**src/rtl/mte_pkg.sv**
```systemverilog
// Shared constants, carriers and word packing for the address table access block.
// Assumes a byte-addressed management register port on the switch core clock.
package mte_pkg;

   // Register byte offsets
   localparam logic [15:0] MTE_LK_CTRL_OFS = 16'h0418;
   localparam logic [15:0] MTE_ST_CTRL_OFS = 16'h041C;
   localparam logic [15:0] MTE_ENTRY1_OFS  = 16'h0420;
   localparam logic [15:0] MTE_ENTRY2_OFS  = 16'h0424;
   localparam logic [15:0] MTE_ENTRY3_OFS  = 16'h0428;
   localparam logic [15:0] MTE_ENTRY4_OFS  = 16'h042C;

   // Entry word field positions
   localparam int W1_FLAG_BIT   = 31;
   localparam int W1_SRC_BIT    = 30;
   localparam int W1_DST_BIT    = 29;
   localparam int W1_PRIO_LSB   = 26;
   localparam int W1_SPAN_LSB   = 0;
   localparam int W2_BYPASS_BIT = 31;
   localparam int W2_FWD_LSB    = 0;
   localparam int W3_FID_LSB    = 16;
   localparam int W3_MACHI_LSB  = 0;

   // Static table control register fields
   localparam int ST_IDX_LSB = 0;
   localparam int ST_OP_BIT  = 6;
   localparam int ST_SEL_BIT = 7;
   localparam int ST_GO_BIT  = 8;

   // Lookup table access control register fields
   localparam int LK_OP_LSB    = 0;
   localparam int LK_GO_BIT    = 2;
   localparam int LK_VALID_BIT = 3;

   localparam int MTE_ST_DEPTH = 16;
   localparam int MTE_IDX_W    = 4;

   localparam logic [1:0] LK_OP_WRITE  = 2'h1;
   localparam logic [1:0] LK_OP_READ   = 2'h2;
   localparam logic [1:0] LK_OP_SEARCH = 2'h3;

   // Aging_counter reloaded on learn or access; value is a plain default
   localparam logic [2:0] MTE_AGE_DEFAULT = 3'h7;
   localparam logic [2:0] MTE_AGE_EXPIRED = 3'h0;

   // Only writable fields are stored, so reserved bits can never hold a one
   typedef struct packed {
      logic        flag;      // static (lookup table) or valid (static table)
      logic        src_drop;
      logic        dst_drop;
      logic [2:0]  prio_age;
      logic [2:0]  span_grp;
      logic        bypass;
      logic [6:0]  fwd;
      logic [6:0]  vlan_filter_id;
      logic [47:0] mac;
   } mte_entry_t;

   typedef struct packed {
      logic       hit;
      logic       is_static;
      logic       dst_drop;
      logic       bypass;
      logic [2:0] prio;
      logic [6:0] fwd;
   } mte_result_t;

   function automatic logic [31:0] mte_word(input mte_entry_t e, input logic [1:0] sel);
      logic [31:0] w;
      w = 32'h0000_0000;
      case (sel)
         2'h0: begin
            w[W1_FLAG_BIT]              = e.flag;
            w[W1_SRC_BIT]               = e.src_drop;
            w[W1_DST_BIT]               = e.dst_drop;
            w[W1_PRIO_LSB +: 3]         = e.prio_age;
            w[W1_SPAN_LSB +: 3]         = e.span_grp;
         end
         2'h1: begin
            w[W2_BYPASS_BIT]            = e.bypass;
            w[W2_FWD_LSB +: 7]          = e.fwd;
         end
         2'h2: begin
            w[W3_FID_LSB +: 7]          = e.vlan_filter_id;
            w[W3_MACHI_LSB +: 16]       = e.mac[47:32];
         end
         default: w = e.mac[31:0];
      endcase
      return w;
   endfunction : mte_word

   function automatic mte_entry_t mte_put(input mte_entry_t e, input logic [1:0] sel,
                                          input logic [31:0] w);
      mte_entry_t n;
      n = e;
      case (sel)
         2'h0: begin
            n.flag     = w[W1_FLAG_BIT];
            n.src_drop = w[W1_SRC_BIT];
            n.dst_drop = w[W1_DST_BIT];
            n.prio_age = w[W1_PRIO_LSB +: 3];
            n.span_grp = w[W1_SPAN_LSB +: 3];
         end
         2'h1: begin
            n.bypass   = w[W2_BYPASS_BIT];
            n.fwd      = w[W2_FWD_LSB +: 7];
         end
         2'h2: begin
            n.vlan_filter_id        = w[W3_FID_LSB +: 7];
            n.mac[47:32] = w[W3_MACHI_LSB +: 16];
         end
         default: n.mac[31:0] = w;
      endcase
      return n;
   endfunction : mte_put

endpackage : mte_pkg

```
**src/rtl/mte_access.sv**
```systemverilog
// Indirect host access to the address tables: shared entry words, static table
// sequencer, lookup table request port, destination decision and aging helper.
// Assumes the lookup engine, aging timer and forwarding path share clk_sys_i.
`timescale 1ns/100ps
module mte_access
   import mte_pkg::*;
(
   input  wire logic        clk_sys_i,
   input  wire logic        reset_i,
   // Management register port
   input  wire logic [15:0] reg_addr_i,
   input  wire logic        reg_wr_i,
   input  wire logic [31:0] reg_wdata_i,
   input  wire logic        reg_rd_i,
   output logic [31:0]      reg_rdata_o,
   // Lookup table engine
   output logic             lk_req_o,
   output logic [1:0]       lk_op_o,
   output mte_entry_t       lk_entry_o,
   input  wire logic        lk_done_i,
   input  wire logic        lk_found_i,
   input  wire mte_entry_t  lk_entry_i,
   // Destination lookup
   input  wire logic        da_req_i,
   input  wire logic [47:0] da_mac_i,
   input  wire logic [6:0]  da_fid_i,
   input  wire logic        dyn_hit_i,
   input  wire mte_entry_t  dyn_entry_i,
   output logic             da_valid_o,
   output mte_result_t      da_result_o,
   // Source learning check
   input  wire logic        sa_req_i,
   input  wire logic        sa_hit_i,
   input  wire mte_entry_t  sa_entry_i,
   output logic             sa_drop_o,
   // Aging helper for lookup table entries
   input  wire logic        age_req_i,
   input  wire logic        age_touch_i,
   input  wire mte_entry_t  age_entry_i,
   output logic             age_valid_o,
   output mte_entry_t       age_entry_o
);

   typedef enum {S_IDLE, S_ST_WRITE, S_ST_READ, S_ST_LOAD, S_LK_WAIT} mte_state_t;

   mte_state_t            state_r, state_nxt;
   mte_entry_t            entry_r, entry_nxt;
   logic [5:0]            st_idx_r, st_idx_nxt;
   logic                  st_op_r, st_op_nxt;
   logic                  st_sel_r, st_sel_nxt;
   logic                  st_go_r, st_go_nxt;
   logic [1:0]            lk_op_r, lk_op_nxt;
   logic                  lk_go_r, lk_go_nxt;
   logic                  lk_valid_r, lk_valid_nxt;
   logic                  lk_req_r, lk_req_nxt;
   logic [31:0]           rdata_r, rdata_nxt;

   logic                  mem_wr, mem_rd;
   mte_entry_t            mem_rd_data;
   mte_entry_t [MTE_ST_DEPTH-1:0] st_table;
   logic                  st_hit;
   logic [MTE_IDX_W-1:0]  st_hit_idx;

   logic                  da_valid_r, da_valid_nxt;
   mte_result_t           da_res_r, da_res_nxt;
   logic                  sa_drop_r, sa_drop_nxt;
   logic                  age_valid_r, age_valid_nxt;
   mte_entry_t            age_ent_r, age_ent_nxt;

   logic                  busy;
   logic                  dyn_live;

   assign busy = (state_r != S_IDLE);

   mte_static_mem u_mem (
      .clk_sys_i (clk_sys_i),
      .reset_i   (reset_i),
      .wr_en_i   (mem_wr),
      .wr_idx_i  (st_idx_r[MTE_IDX_W-1:0]),
      .wr_data_i (entry_r),
      .rd_en_i   (mem_rd),
      .rd_idx_i  (st_idx_r[MTE_IDX_W-1:0]),
      .rd_data_o (mem_rd_data),
      .table_o   (st_table)
   );

   mte_static_match u_match (
      .table_i (st_table),
      .mac_i   (da_mac_i),
      .fid_i   (da_fid_i),
      .hit_o   (st_hit),
      .idx_o   (st_hit_idx)
   );

   // Register access and table sequencing
   always_comb begin
      state_nxt    = state_r;
      entry_nxt    = entry_r;
      st_idx_nxt   = st_idx_r;
      st_op_nxt    = st_op_r;
      st_sel_nxt   = st_sel_r;
      st_go_nxt    = st_go_r;
      lk_op_nxt    = lk_op_r;
      lk_go_nxt    = lk_go_r;
      lk_valid_nxt = lk_valid_r;
      lk_req_nxt   = 1'b0;
      rdata_nxt    = rdata_r;
      mem_wr       = 1'b0;
      mem_rd       = 1'b0;

      if (reg_rd_i) begin
         case (reg_addr_i)
            MTE_ENTRY1_OFS: rdata_nxt = mte_word(entry_r, 2'h0);
            MTE_ENTRY2_OFS: rdata_nxt = mte_word(entry_r, 2'h1);
            MTE_ENTRY3_OFS: rdata_nxt = mte_word(entry_r, 2'h2);
            MTE_ENTRY4_OFS: rdata_nxt = mte_word(entry_r, 2'h3);
            MTE_ST_CTRL_OFS: begin
               rdata_nxt = 32'h0000_0000;
               rdata_nxt[ST_IDX_LSB +: 6] = st_idx_r;
               rdata_nxt[ST_OP_BIT]       = st_op_r;
               rdata_nxt[ST_SEL_BIT]      = st_sel_r;
               rdata_nxt[ST_GO_BIT]       = st_go_r;
            end
            MTE_LK_CTRL_OFS: begin
               rdata_nxt = 32'h0000_0000;
               rdata_nxt[LK_OP_LSB +: 2]  = lk_op_r;
               rdata_nxt[LK_GO_BIT]       = lk_go_r;
               rdata_nxt[LK_VALID_BIT]    = lk_valid_r;
            end
            default: rdata_nxt = 32'h0000_0000;
         endcase
      end

      // Host writes are dropped while an operation runs, so the words stay coherent
      if (reg_wr_i && !busy) begin
         case (reg_addr_i)
            MTE_ENTRY1_OFS: entry_nxt = mte_put(entry_r, 2'h0, reg_wdata_i);
            MTE_ENTRY2_OFS: entry_nxt = mte_put(entry_r, 2'h1, reg_wdata_i);
            MTE_ENTRY3_OFS: entry_nxt = mte_put(entry_r, 2'h2, reg_wdata_i);
            MTE_ENTRY4_OFS: entry_nxt = mte_put(entry_r, 2'h3, reg_wdata_i);
            MTE_ST_CTRL_OFS: begin
               st_idx_nxt = reg_wdata_i[ST_IDX_LSB +: 6];
               st_op_nxt  = reg_wdata_i[ST_OP_BIT];
               st_sel_nxt = reg_wdata_i[ST_SEL_BIT];
               st_go_nxt  = reg_wdata_i[ST_GO_BIT];
               if (reg_wdata_i[ST_GO_BIT]) begin
                  if (reg_wdata_i[ST_SEL_BIT]) begin
                     // Multicast table is held elsewhere; finish at once
                     state_nxt = S_ST_LOAD;
                  end else if (reg_wdata_i[ST_OP_BIT]) begin
                     state_nxt = S_ST_READ;
                  end else begin
                     state_nxt = S_ST_WRITE;
                  end
               end
            end
            MTE_LK_CTRL_OFS: begin
               lk_op_nxt = reg_wdata_i[LK_OP_LSB +: 2];
               lk_go_nxt = reg_wdata_i[LK_GO_BIT];
               if (reg_wdata_i[LK_GO_BIT]) begin
                  lk_valid_nxt = 1'b0;
                  lk_req_nxt   = 1'b1;
                  state_nxt    = S_LK_WAIT;
               end
            end
            default: ;
         endcase
      end

      case (state_r)
         S_IDLE: ;
         S_ST_WRITE: begin
            mem_wr    = 1'b1;
            st_go_nxt = 1'b0;
            state_nxt = S_IDLE;
         end
         S_ST_READ: begin
            mem_rd    = 1'b1;
            state_nxt = S_ST_LOAD;
         end
         S_ST_LOAD: begin
            if (!st_sel_r) begin
               entry_nxt = mem_rd_data;
            end
            st_go_nxt = 1'b0;
            state_nxt = S_IDLE;
         end
         S_LK_WAIT: begin
            if (lk_done_i) begin
               if (lk_op_r != LK_OP_WRITE) begin
                  entry_nxt = lk_found_i ? lk_entry_i : '0;
               end
               lk_valid_nxt = lk_found_i;
               lk_go_nxt    = 1'b0;
               state_nxt    = S_IDLE;
            end
         end
         default: state_nxt = S_IDLE;
      endcase
   end

   always_ff @(posedge clk_sys_i) begin
      if (reset_i) begin
         state_r    <= S_IDLE;
         entry_r    <= '0;
         st_idx_r   <= 6'h00;
         st_op_r    <= 1'b0;
         st_sel_r   <= 1'b0;
         st_go_r    <= 1'b0;
         lk_op_r    <= 2'h0;
         lk_go_r    <= 1'b0;
         lk_valid_r <= 1'b0;
         lk_req_r   <= 1'b0;
         rdata_r    <= 32'h0000_0000;
      end else begin
         state_r    <= state_nxt;
         entry_r    <= entry_nxt;
         st_idx_r   <= st_idx_nxt;
         st_op_r    <= st_op_nxt;
         st_sel_r   <= st_sel_nxt;
         st_go_r    <= st_go_nxt;
         lk_op_r    <= lk_op_nxt;
         lk_go_r    <= lk_go_nxt;
         lk_valid_r <= lk_valid_nxt;
         lk_req_r   <= lk_req_nxt;
         rdata_r    <= rdata_nxt;
      end
   end

   // A dynamic entry whose age ran out counts as absent
   assign dyn_live = dyn_hit_i && (dyn_entry_i.flag || dyn_entry_i.prio_age != MTE_AGE_EXPIRED);

   // Forwarding decisions
   always_comb begin
      da_valid_nxt  = da_req_i;
      da_res_nxt    = '0;
      sa_drop_nxt   = sa_req_i && sa_hit_i && sa_entry_i.src_drop;
      if (da_req_i) begin
         // Static table first, then the one lookup table entry, static or dynamic with age left
         if (st_hit) begin
            da_res_nxt.hit       = 1'b1;
            da_res_nxt.is_static = 1'b1;
            da_res_nxt.dst_drop  = st_table[st_hit_idx].dst_drop;
            da_res_nxt.bypass    = st_table[st_hit_idx].bypass;
            da_res_nxt.prio      = st_table[st_hit_idx].prio_age;
            da_res_nxt.fwd       = st_table[st_hit_idx].fwd;
         end else if (dyn_live) begin
            da_res_nxt.hit       = 1'b1;
            da_res_nxt.is_static = dyn_entry_i.flag;
            da_res_nxt.dst_drop  = dyn_entry_i.dst_drop;
            da_res_nxt.bypass    = dyn_entry_i.bypass;
            da_res_nxt.prio      = dyn_entry_i.flag ? dyn_entry_i.prio_age : 3'h0;
            da_res_nxt.fwd       = dyn_entry_i.fwd;
         end
      end
   end

   // Aging and refresh of lookup table entries only
   always_comb begin
      age_valid_nxt = age_req_i;
      age_ent_nxt   = age_entry_i;
      if (age_req_i && !age_entry_i.flag) begin
         if (age_touch_i) begin
            age_ent_nxt.prio_age = MTE_AGE_DEFAULT;
         end else if (age_entry_i.prio_age != MTE_AGE_EXPIRED) begin
            age_ent_nxt.prio_age = age_entry_i.prio_age - 3'h1;
         end
      end
   end

   always_ff @(posedge clk_sys_i) begin
      if (reset_i) begin
         da_valid_r  <= 1'b0;
         da_res_r    <= '0;
         sa_drop_r   <= 1'b0;
         age_valid_r <= 1'b0;
         age_ent_r   <= '0;
      end else begin
         da_valid_r  <= da_valid_nxt;
         da_res_r    <= da_res_nxt;
         sa_drop_r   <= sa_drop_nxt;
         age_valid_r <= age_valid_nxt;
         age_ent_r   <= age_ent_nxt;
      end
   end

   assign reg_rdata_o = rdata_r;
   assign lk_req_o    = lk_req_r;
   assign lk_op_o     = lk_op_r;
   assign lk_entry_o  = entry_r;
   assign da_valid_o  = da_valid_r;
   assign da_result_o = da_res_r;
   assign sa_drop_o   = sa_drop_r;
   assign age_valid_o = age_valid_r;
   assign age_entry_o = age_ent_r;

endmodule : mte_access

```
**src/rtl/mte_static_match.sv**
```systemverilog
// Parallel destination match over every static table entry.
// Assumes the table input is stable flops; result is combinational.
`timescale 1ns/100ps
module mte_static_match
   import mte_pkg::*;
(
   input  wire mte_entry_t [MTE_ST_DEPTH-1:0] table_i,
   input  wire logic [47:0]                   mac_i,
   input  wire logic [6:0]                    fid_i,
   output logic                               hit_o,
   output logic [MTE_IDX_W-1:0]               idx_o
);

   logic [MTE_ST_DEPTH-1:0] match;

   genvar g;
   generate
      for (g = 0; g < MTE_ST_DEPTH; g++) begin : g_cmp
         // Invalid entries are left out of lookups
         assign match[g] = table_i[g].flag && (table_i[g].mac == mac_i)
                           && (table_i[g].vlan_filter_id == fid_i);
      end
   endgenerate

   // Lowest index wins when several entries match
   always_comb begin
      hit_o = 1'b0;
      idx_o = '0;
      for (int i = MTE_ST_DEPTH - 1; i >= 0; i--) begin
         if (match[i]) begin
            hit_o = 1'b1;
            idx_o = MTE_IDX_W'(i);
         end
      end
   end

endmodule : mte_static_match

```
**src/rtl/mte_static_mem.sv**
```systemverilog
// Sixteen-entry static address store with a registered host read port.
// Assumes one writer (the access sequencer); all entries are also exposed for matching.
`timescale 1ns/100ps
module mte_static_mem
   import mte_pkg::*;
(
   input  wire logic                             clk_sys_i,
   input  wire logic                             reset_i,
   input  wire logic                             wr_en_i,
   input  wire logic [MTE_IDX_W-1:0]             wr_idx_i,
   input  wire mte_entry_t                       wr_data_i,
   input  wire logic                             rd_en_i,
   input  wire logic [MTE_IDX_W-1:0]             rd_idx_i,
   output mte_entry_t                            rd_data_o,
   output mte_entry_t [MTE_ST_DEPTH-1:0]         table_o
);

   mte_entry_t [MTE_ST_DEPTH-1:0] mem_r, mem_nxt;
   mte_entry_t                    rd_r, rd_nxt;

   // Nothing but the host write port touches the store, so aging never reaches it
   always_comb begin
      mem_nxt = mem_r;
      rd_nxt  = rd_r;
      if (wr_en_i) begin
         mem_nxt[wr_idx_i] = wr_data_i;
      end
      if (rd_en_i) begin
         rd_nxt = mem_r[rd_idx_i];
      end
   end

   always_ff @(posedge clk_sys_i) begin
      if (reset_i) begin
         mem_r <= '0;
         rd_r  <= '0;
      end else begin
         mem_r <= mem_nxt;
         rd_r  <= rd_nxt;
      end
   end

   assign rd_data_o = rd_r;
   assign table_o   = mem_r;

endmodule : mte_static_mem

```
**config.mk**
```make
export PLATFORM = sky130hd
export DESIGN_NAME = mte_access
export DESIGN_NICKNAME = d
export VERILOG_FILES = /design/src/rtl/mte_pkg.sv /design/src/rtl/mte_access.sv /design/src/rtl/mte_static_match.sv /design/src/rtl/mte_static_mem.sv
export SDC_FILE = /design/constraint.sdc
export NUM_CORES = 2
export LEC_CHECK = 0
export BUFFER_PORTS_ARGS = -buffer_cell sky130_fd_sc_hd__clkbuf_2
export CORE_MARGIN = 10
export CORE_UTILIZATION = 30
export CTS_BUF_LIST = sky130_fd_sc_hd__clkbuf_2
export DETAILED_ROUTE_END_ITERATION = 10
export PLACE_DENSITY = 0.51
export SYNTH_ARGS = -nofsm -noshare
export SYNTH_HDL_FRONTEND = slang
export SYNTH_SLANG_ARGS = --single-unit
```
**constraint.sdc**
```tcl
create_clock -name clk_sys_i -period 5.7 [get_ports clk_sys_i]
set_clock_uncertainty 0.15 [all_clocks]
set_input_delay 0.855 -clock clk_sys_i [delete_from_list [all_inputs] [get_ports clk_sys_i]]
set_output_delay 0.855 -clock clk_sys_i [all_outputs]
set_load 0.01 [all_outputs]
```
==> impl_results.md <==
* Post-CTS Setup Inserts at 0
* Async S/R FF share, synth at 0
* Synth Area in Compound Gates at 0.129
* Die span in y at 526 um
* Reg power frac at 0.498
* Vias in the first global route at 79,900
* # resized after CTS at 0
* Hold Fails Final Rpt at 0
* Worst-path cell chain: xnor2_1 > nand4_1 > or4_1 > nor3_1 > buf_4 > or2_2 > buf_4 > o31ai_1 > nor4_1 > a2111oi_0 > a32oi_1 > a21oi_1 > dlygate4sd3_1 > a31o_1 > dlygate4sd3_1
* Clock power share at 0.399
* WL final at 529,000 um
* Max_cap viols at 0
* HP Class: input port to register
* LEAKAGE at between 30 and 40 nW
* Area delta synth->final at 26.9%
* CTS Hold Bufs at 656
* Reg2reg path depth at 15
* Max clock buf depth at 4
* Register-to-register setup slack at 0.08 ns
* 1st-pass router iterations at 9
* Ratio of final minimum period to clock period at 0.987
* Tmin final at ~5.6 ns
* Post-synth EDFFs at 0
* Aggregate global-route resource usage at 0.363
* Final GP Congestion at around 1.1
* Clk sink count at 1,463
* DRC errors left at 0
* Post-synthesis simple-gate area fraction at 0.235
* Worst hold path stage count at 4
* Count leader, synth: nand2_1
* Core box area at 0.255 mm^2
* Rel. slew slack at 0.125
* Total power at 20.6 mW
* ANT nets after route at 0
* Total congestion overflow at 0
* Final setup TNS at 0 ns
* Worst r2r src: u_mem.table_o[591]
* Total CTS buffers at 423
* Post-Synthesis Cells at approximately 9,400
* Max incr delay on CP at 0.92 ns
* Yosys reg bits at 1,463
* Top cells by count, synth: nand2_1 (2,657), dfxtp_1 (1,463), a21oi_1 (1,425)
* Reg-to-reg endpoint: da_result_o[2]
* # IOs at between 500 and 600
* Slowest stage cell, crit path: xnor2_1
* Mux contribution to synthesized area at 0.123
* Combinational cell fraction of total power at 0.104
* Setup crit end kind: register
* Port Buffer Count at 468
* Sw power at 6.52 mW
* Hold Path Origin: da_req_i
* Hold Crit Endpoint: da_valid_o
* Top delay family on crit path: simple AND/OR/NAND/NOR gates
* Post-route insts no fill at 14,600
* Worst endpoint required time at 7.24 ns
* Synthesized area at 0.0769 mm^2
* RSZ-0062 raised after global routing: false
* CTS H-tree lvls at 5
* Overall die width at 526 um
* Worst-path clk slew at 0.10 ns
* Syn Area/Cell at 8.20 um^2
* Placed cells at 13,200
* Initial antenna violation count at 68
* Fraction of the mapped netlist area in adder cells at 0.000488
* CP bufs+invs at 4
* Worst IR Drop VDD at around 150 uV
* Synth area leader: dfxtp_1
* Max-slew violations at 0
* Sequential cell area fraction in the yosys report at 0.381
* Critical Path Fanout Max at 3
* Pint at ~14 mW
* Via density at roughly 5.8
* Starting Density at 0.302
* Synth top area cells: dfxtp_1 (38%), nand2_1 (13%), mux4_2 (11%), a21oi_1 (9.3%), xnor2_1 (5.4%)
* FP Rows at about 190
* Largest family of logic cells by synthesized area: simple AND/OR/NAND/NOR gates
* Filler cell count at roughly 26,000
* Die area at 0.277 mm^2
* Layout cell share with drive strength beyond 1 at 0.211
* Nets at 11,300
* Crit path kind: register to register
* Routed wire per std cell at 36.3 um
* CTS tree: built
* CTS root buffer: clkbuf_2
* Distinct cells, synth at 94
* PD cells at around 210 mW/mm^2
* XOR/XNOR share of the synthesized area at 0.0819
* Outcome: complete, no violations
* Critical path depth in cells at 15
* Worst Tran Pin Value at 1.31 ns
* Vias at 83,900
* Final setup viols at 0
* Main synth FF type: dfxtp_1
* Yosys warns at 0
* Switching share of total power at 0.316
* Max Freq at 178 MHz
* Synth top area share at 0.381
* CP startpoint kind: register
* First-pass GRT wire length at about 700,000 um
* Pin count of the biggest net entering global routing at between 150 and 200
* Worst hold slack at 0.212 ns
* Initial DRC count at 11,200
* Clock latency on the worst-skew pair at 1.95 ns
* Final HPWL from detailed placement at 395,000 um
* Arrival time worst endpoint at 7.16 ns
through the flow:
stage,setup slack (ns),instance area [um^2],util
2_1_floorplan,1.37,77000,-
3_3_place_gp,-0.204,87300,0.343
5_1_grt,0.0472,97500,0.383
4_1_cts,0.305,97500,0.383
3_5_place_dp,-0.200,87300,0.343
6_report,0.0765,97500,0.383
power groups by stage:
stage / combinational, mW / clock, mW / sequential, mW
global route: 2.15 / 8.85 / 10.3
finish: 2.14 / 8.23 / 10.3
floorplan: 0.686 / 0 / 10.5
global placement: 1.80 / 0 / 10.5
detailed placement: 1.79 / 0 / 10.5
CTS: 2.06 / 8.33 / 10.3
worst max-delay path by stage:
stage               slack [ns]               start        endpoint
detailed placement       -0.20        da_mac_i[24]  da_result_o[1]
global placement         -0.20        da_mac_i[24]  da_result_o[1]
floorplan                 1.37        da_mac_i[38]  da_result_o[1]
global route              0.05  u_mem.table_o[591]  da_result_o[2]
finish                    0.08  u_mem.table_o[591]  da_result_o[2]
CTS                       0.31  u_mem.table_o[978]  da_result_o[7]
final cells by class:
type | count | area, um^2 | area share
tap | 3366 | 4210 | 0.0432
multi-input combinational | 7023 | 44200 | 0.454
timing repair buffer | 1881 | 15700 | 0.161
clock inverter | 91 | 539 | 0.00553
inverter | 93 | 349 | 0.00358
clock buffer | 622 | 3110 | 0.0319
antenna | 30 | 75.1 | 0.000770
sequential | 1463 | 29300 | 0.301
worst reg2reg max path, cell delays in order, from the launching register on:
cell	delay, ns
dfxtp_1	0.34
xnor2_1	0.92
nand4_1	0.20
or4_1	0.62
nor3_1	0.41
buf_4	0.24
or2_2	0.17
buf_4	0.12
o31ai_1	0.08
nor4_1	0.48
a2111oi_0	0.22
a32oi_1	0.30
a21oi_1	0.10
dlygate4sd3_1	0.56
a31o_1	0.19
dlygate4sd3_1	0.55
metal layers:
metal / up-vias / part of all wire / GRT usage
li1: 35500 / - / -
met2: 5680 / 0.42 / 0.542
met3: 1338 / 0.097 / 0.0843
met1: 41400 / 0.38 / 0.443
met5: - / 0.00018 / 0
met4: 14 / 0.10 / 0.303
layout by cell type (no fill, tap or decap), types with 21 or more instances in the layout:
cell	count
xor2_1	238
a21oi_1	1425
o21ai_0	24
dfxtp_1	1429
dfxtp_2	29
clkinv_1	65
xnor2_1	472
buf_12	86
nor2b_1	104
nand4_1	278
o2111ai_1	32
o211ai_1	78
nand2b_1	269
buf_4	671
dlygate4sd3_1	656
inv_1	89
nor4_1	150
diode_2	30
mux4_2	360
nand2_1	2650
nor3_1	57
conb_1	29
nand4b_1	21
clkbuf_2	1089
nand3_1	80
a22oi_1	26
mux2i_1	129
or4_1	30
a22o_1	37
nor2_1	196
registers in the layout (all words and copies together) (netlist names), 6 cells and up:
signal and flops:
lk_entry_o 72, st_idx_r 6, reg_rdata_o 32, state_r 32
da_result_o 14, age_entry_o 72, u_mem.table_o 1152, u_mem.rd_data_o 72
cell families (layout without fill, tap and decap cells):
logic type / after synthesis / count (layout)
DFF: 1463 / 1463
AOI/OAI and AO/OA: 1774 / 1774
other: 1 / 59
adders and majority gates: 3 / 3
buffers and inverters: 920 / 2687
and+or+nand+nor: 4007 / 4007
xor gates and xnor gates: 715 / 715
muxes: 495 / 495
Note: power is estimated with default switching activity, not from simulation.
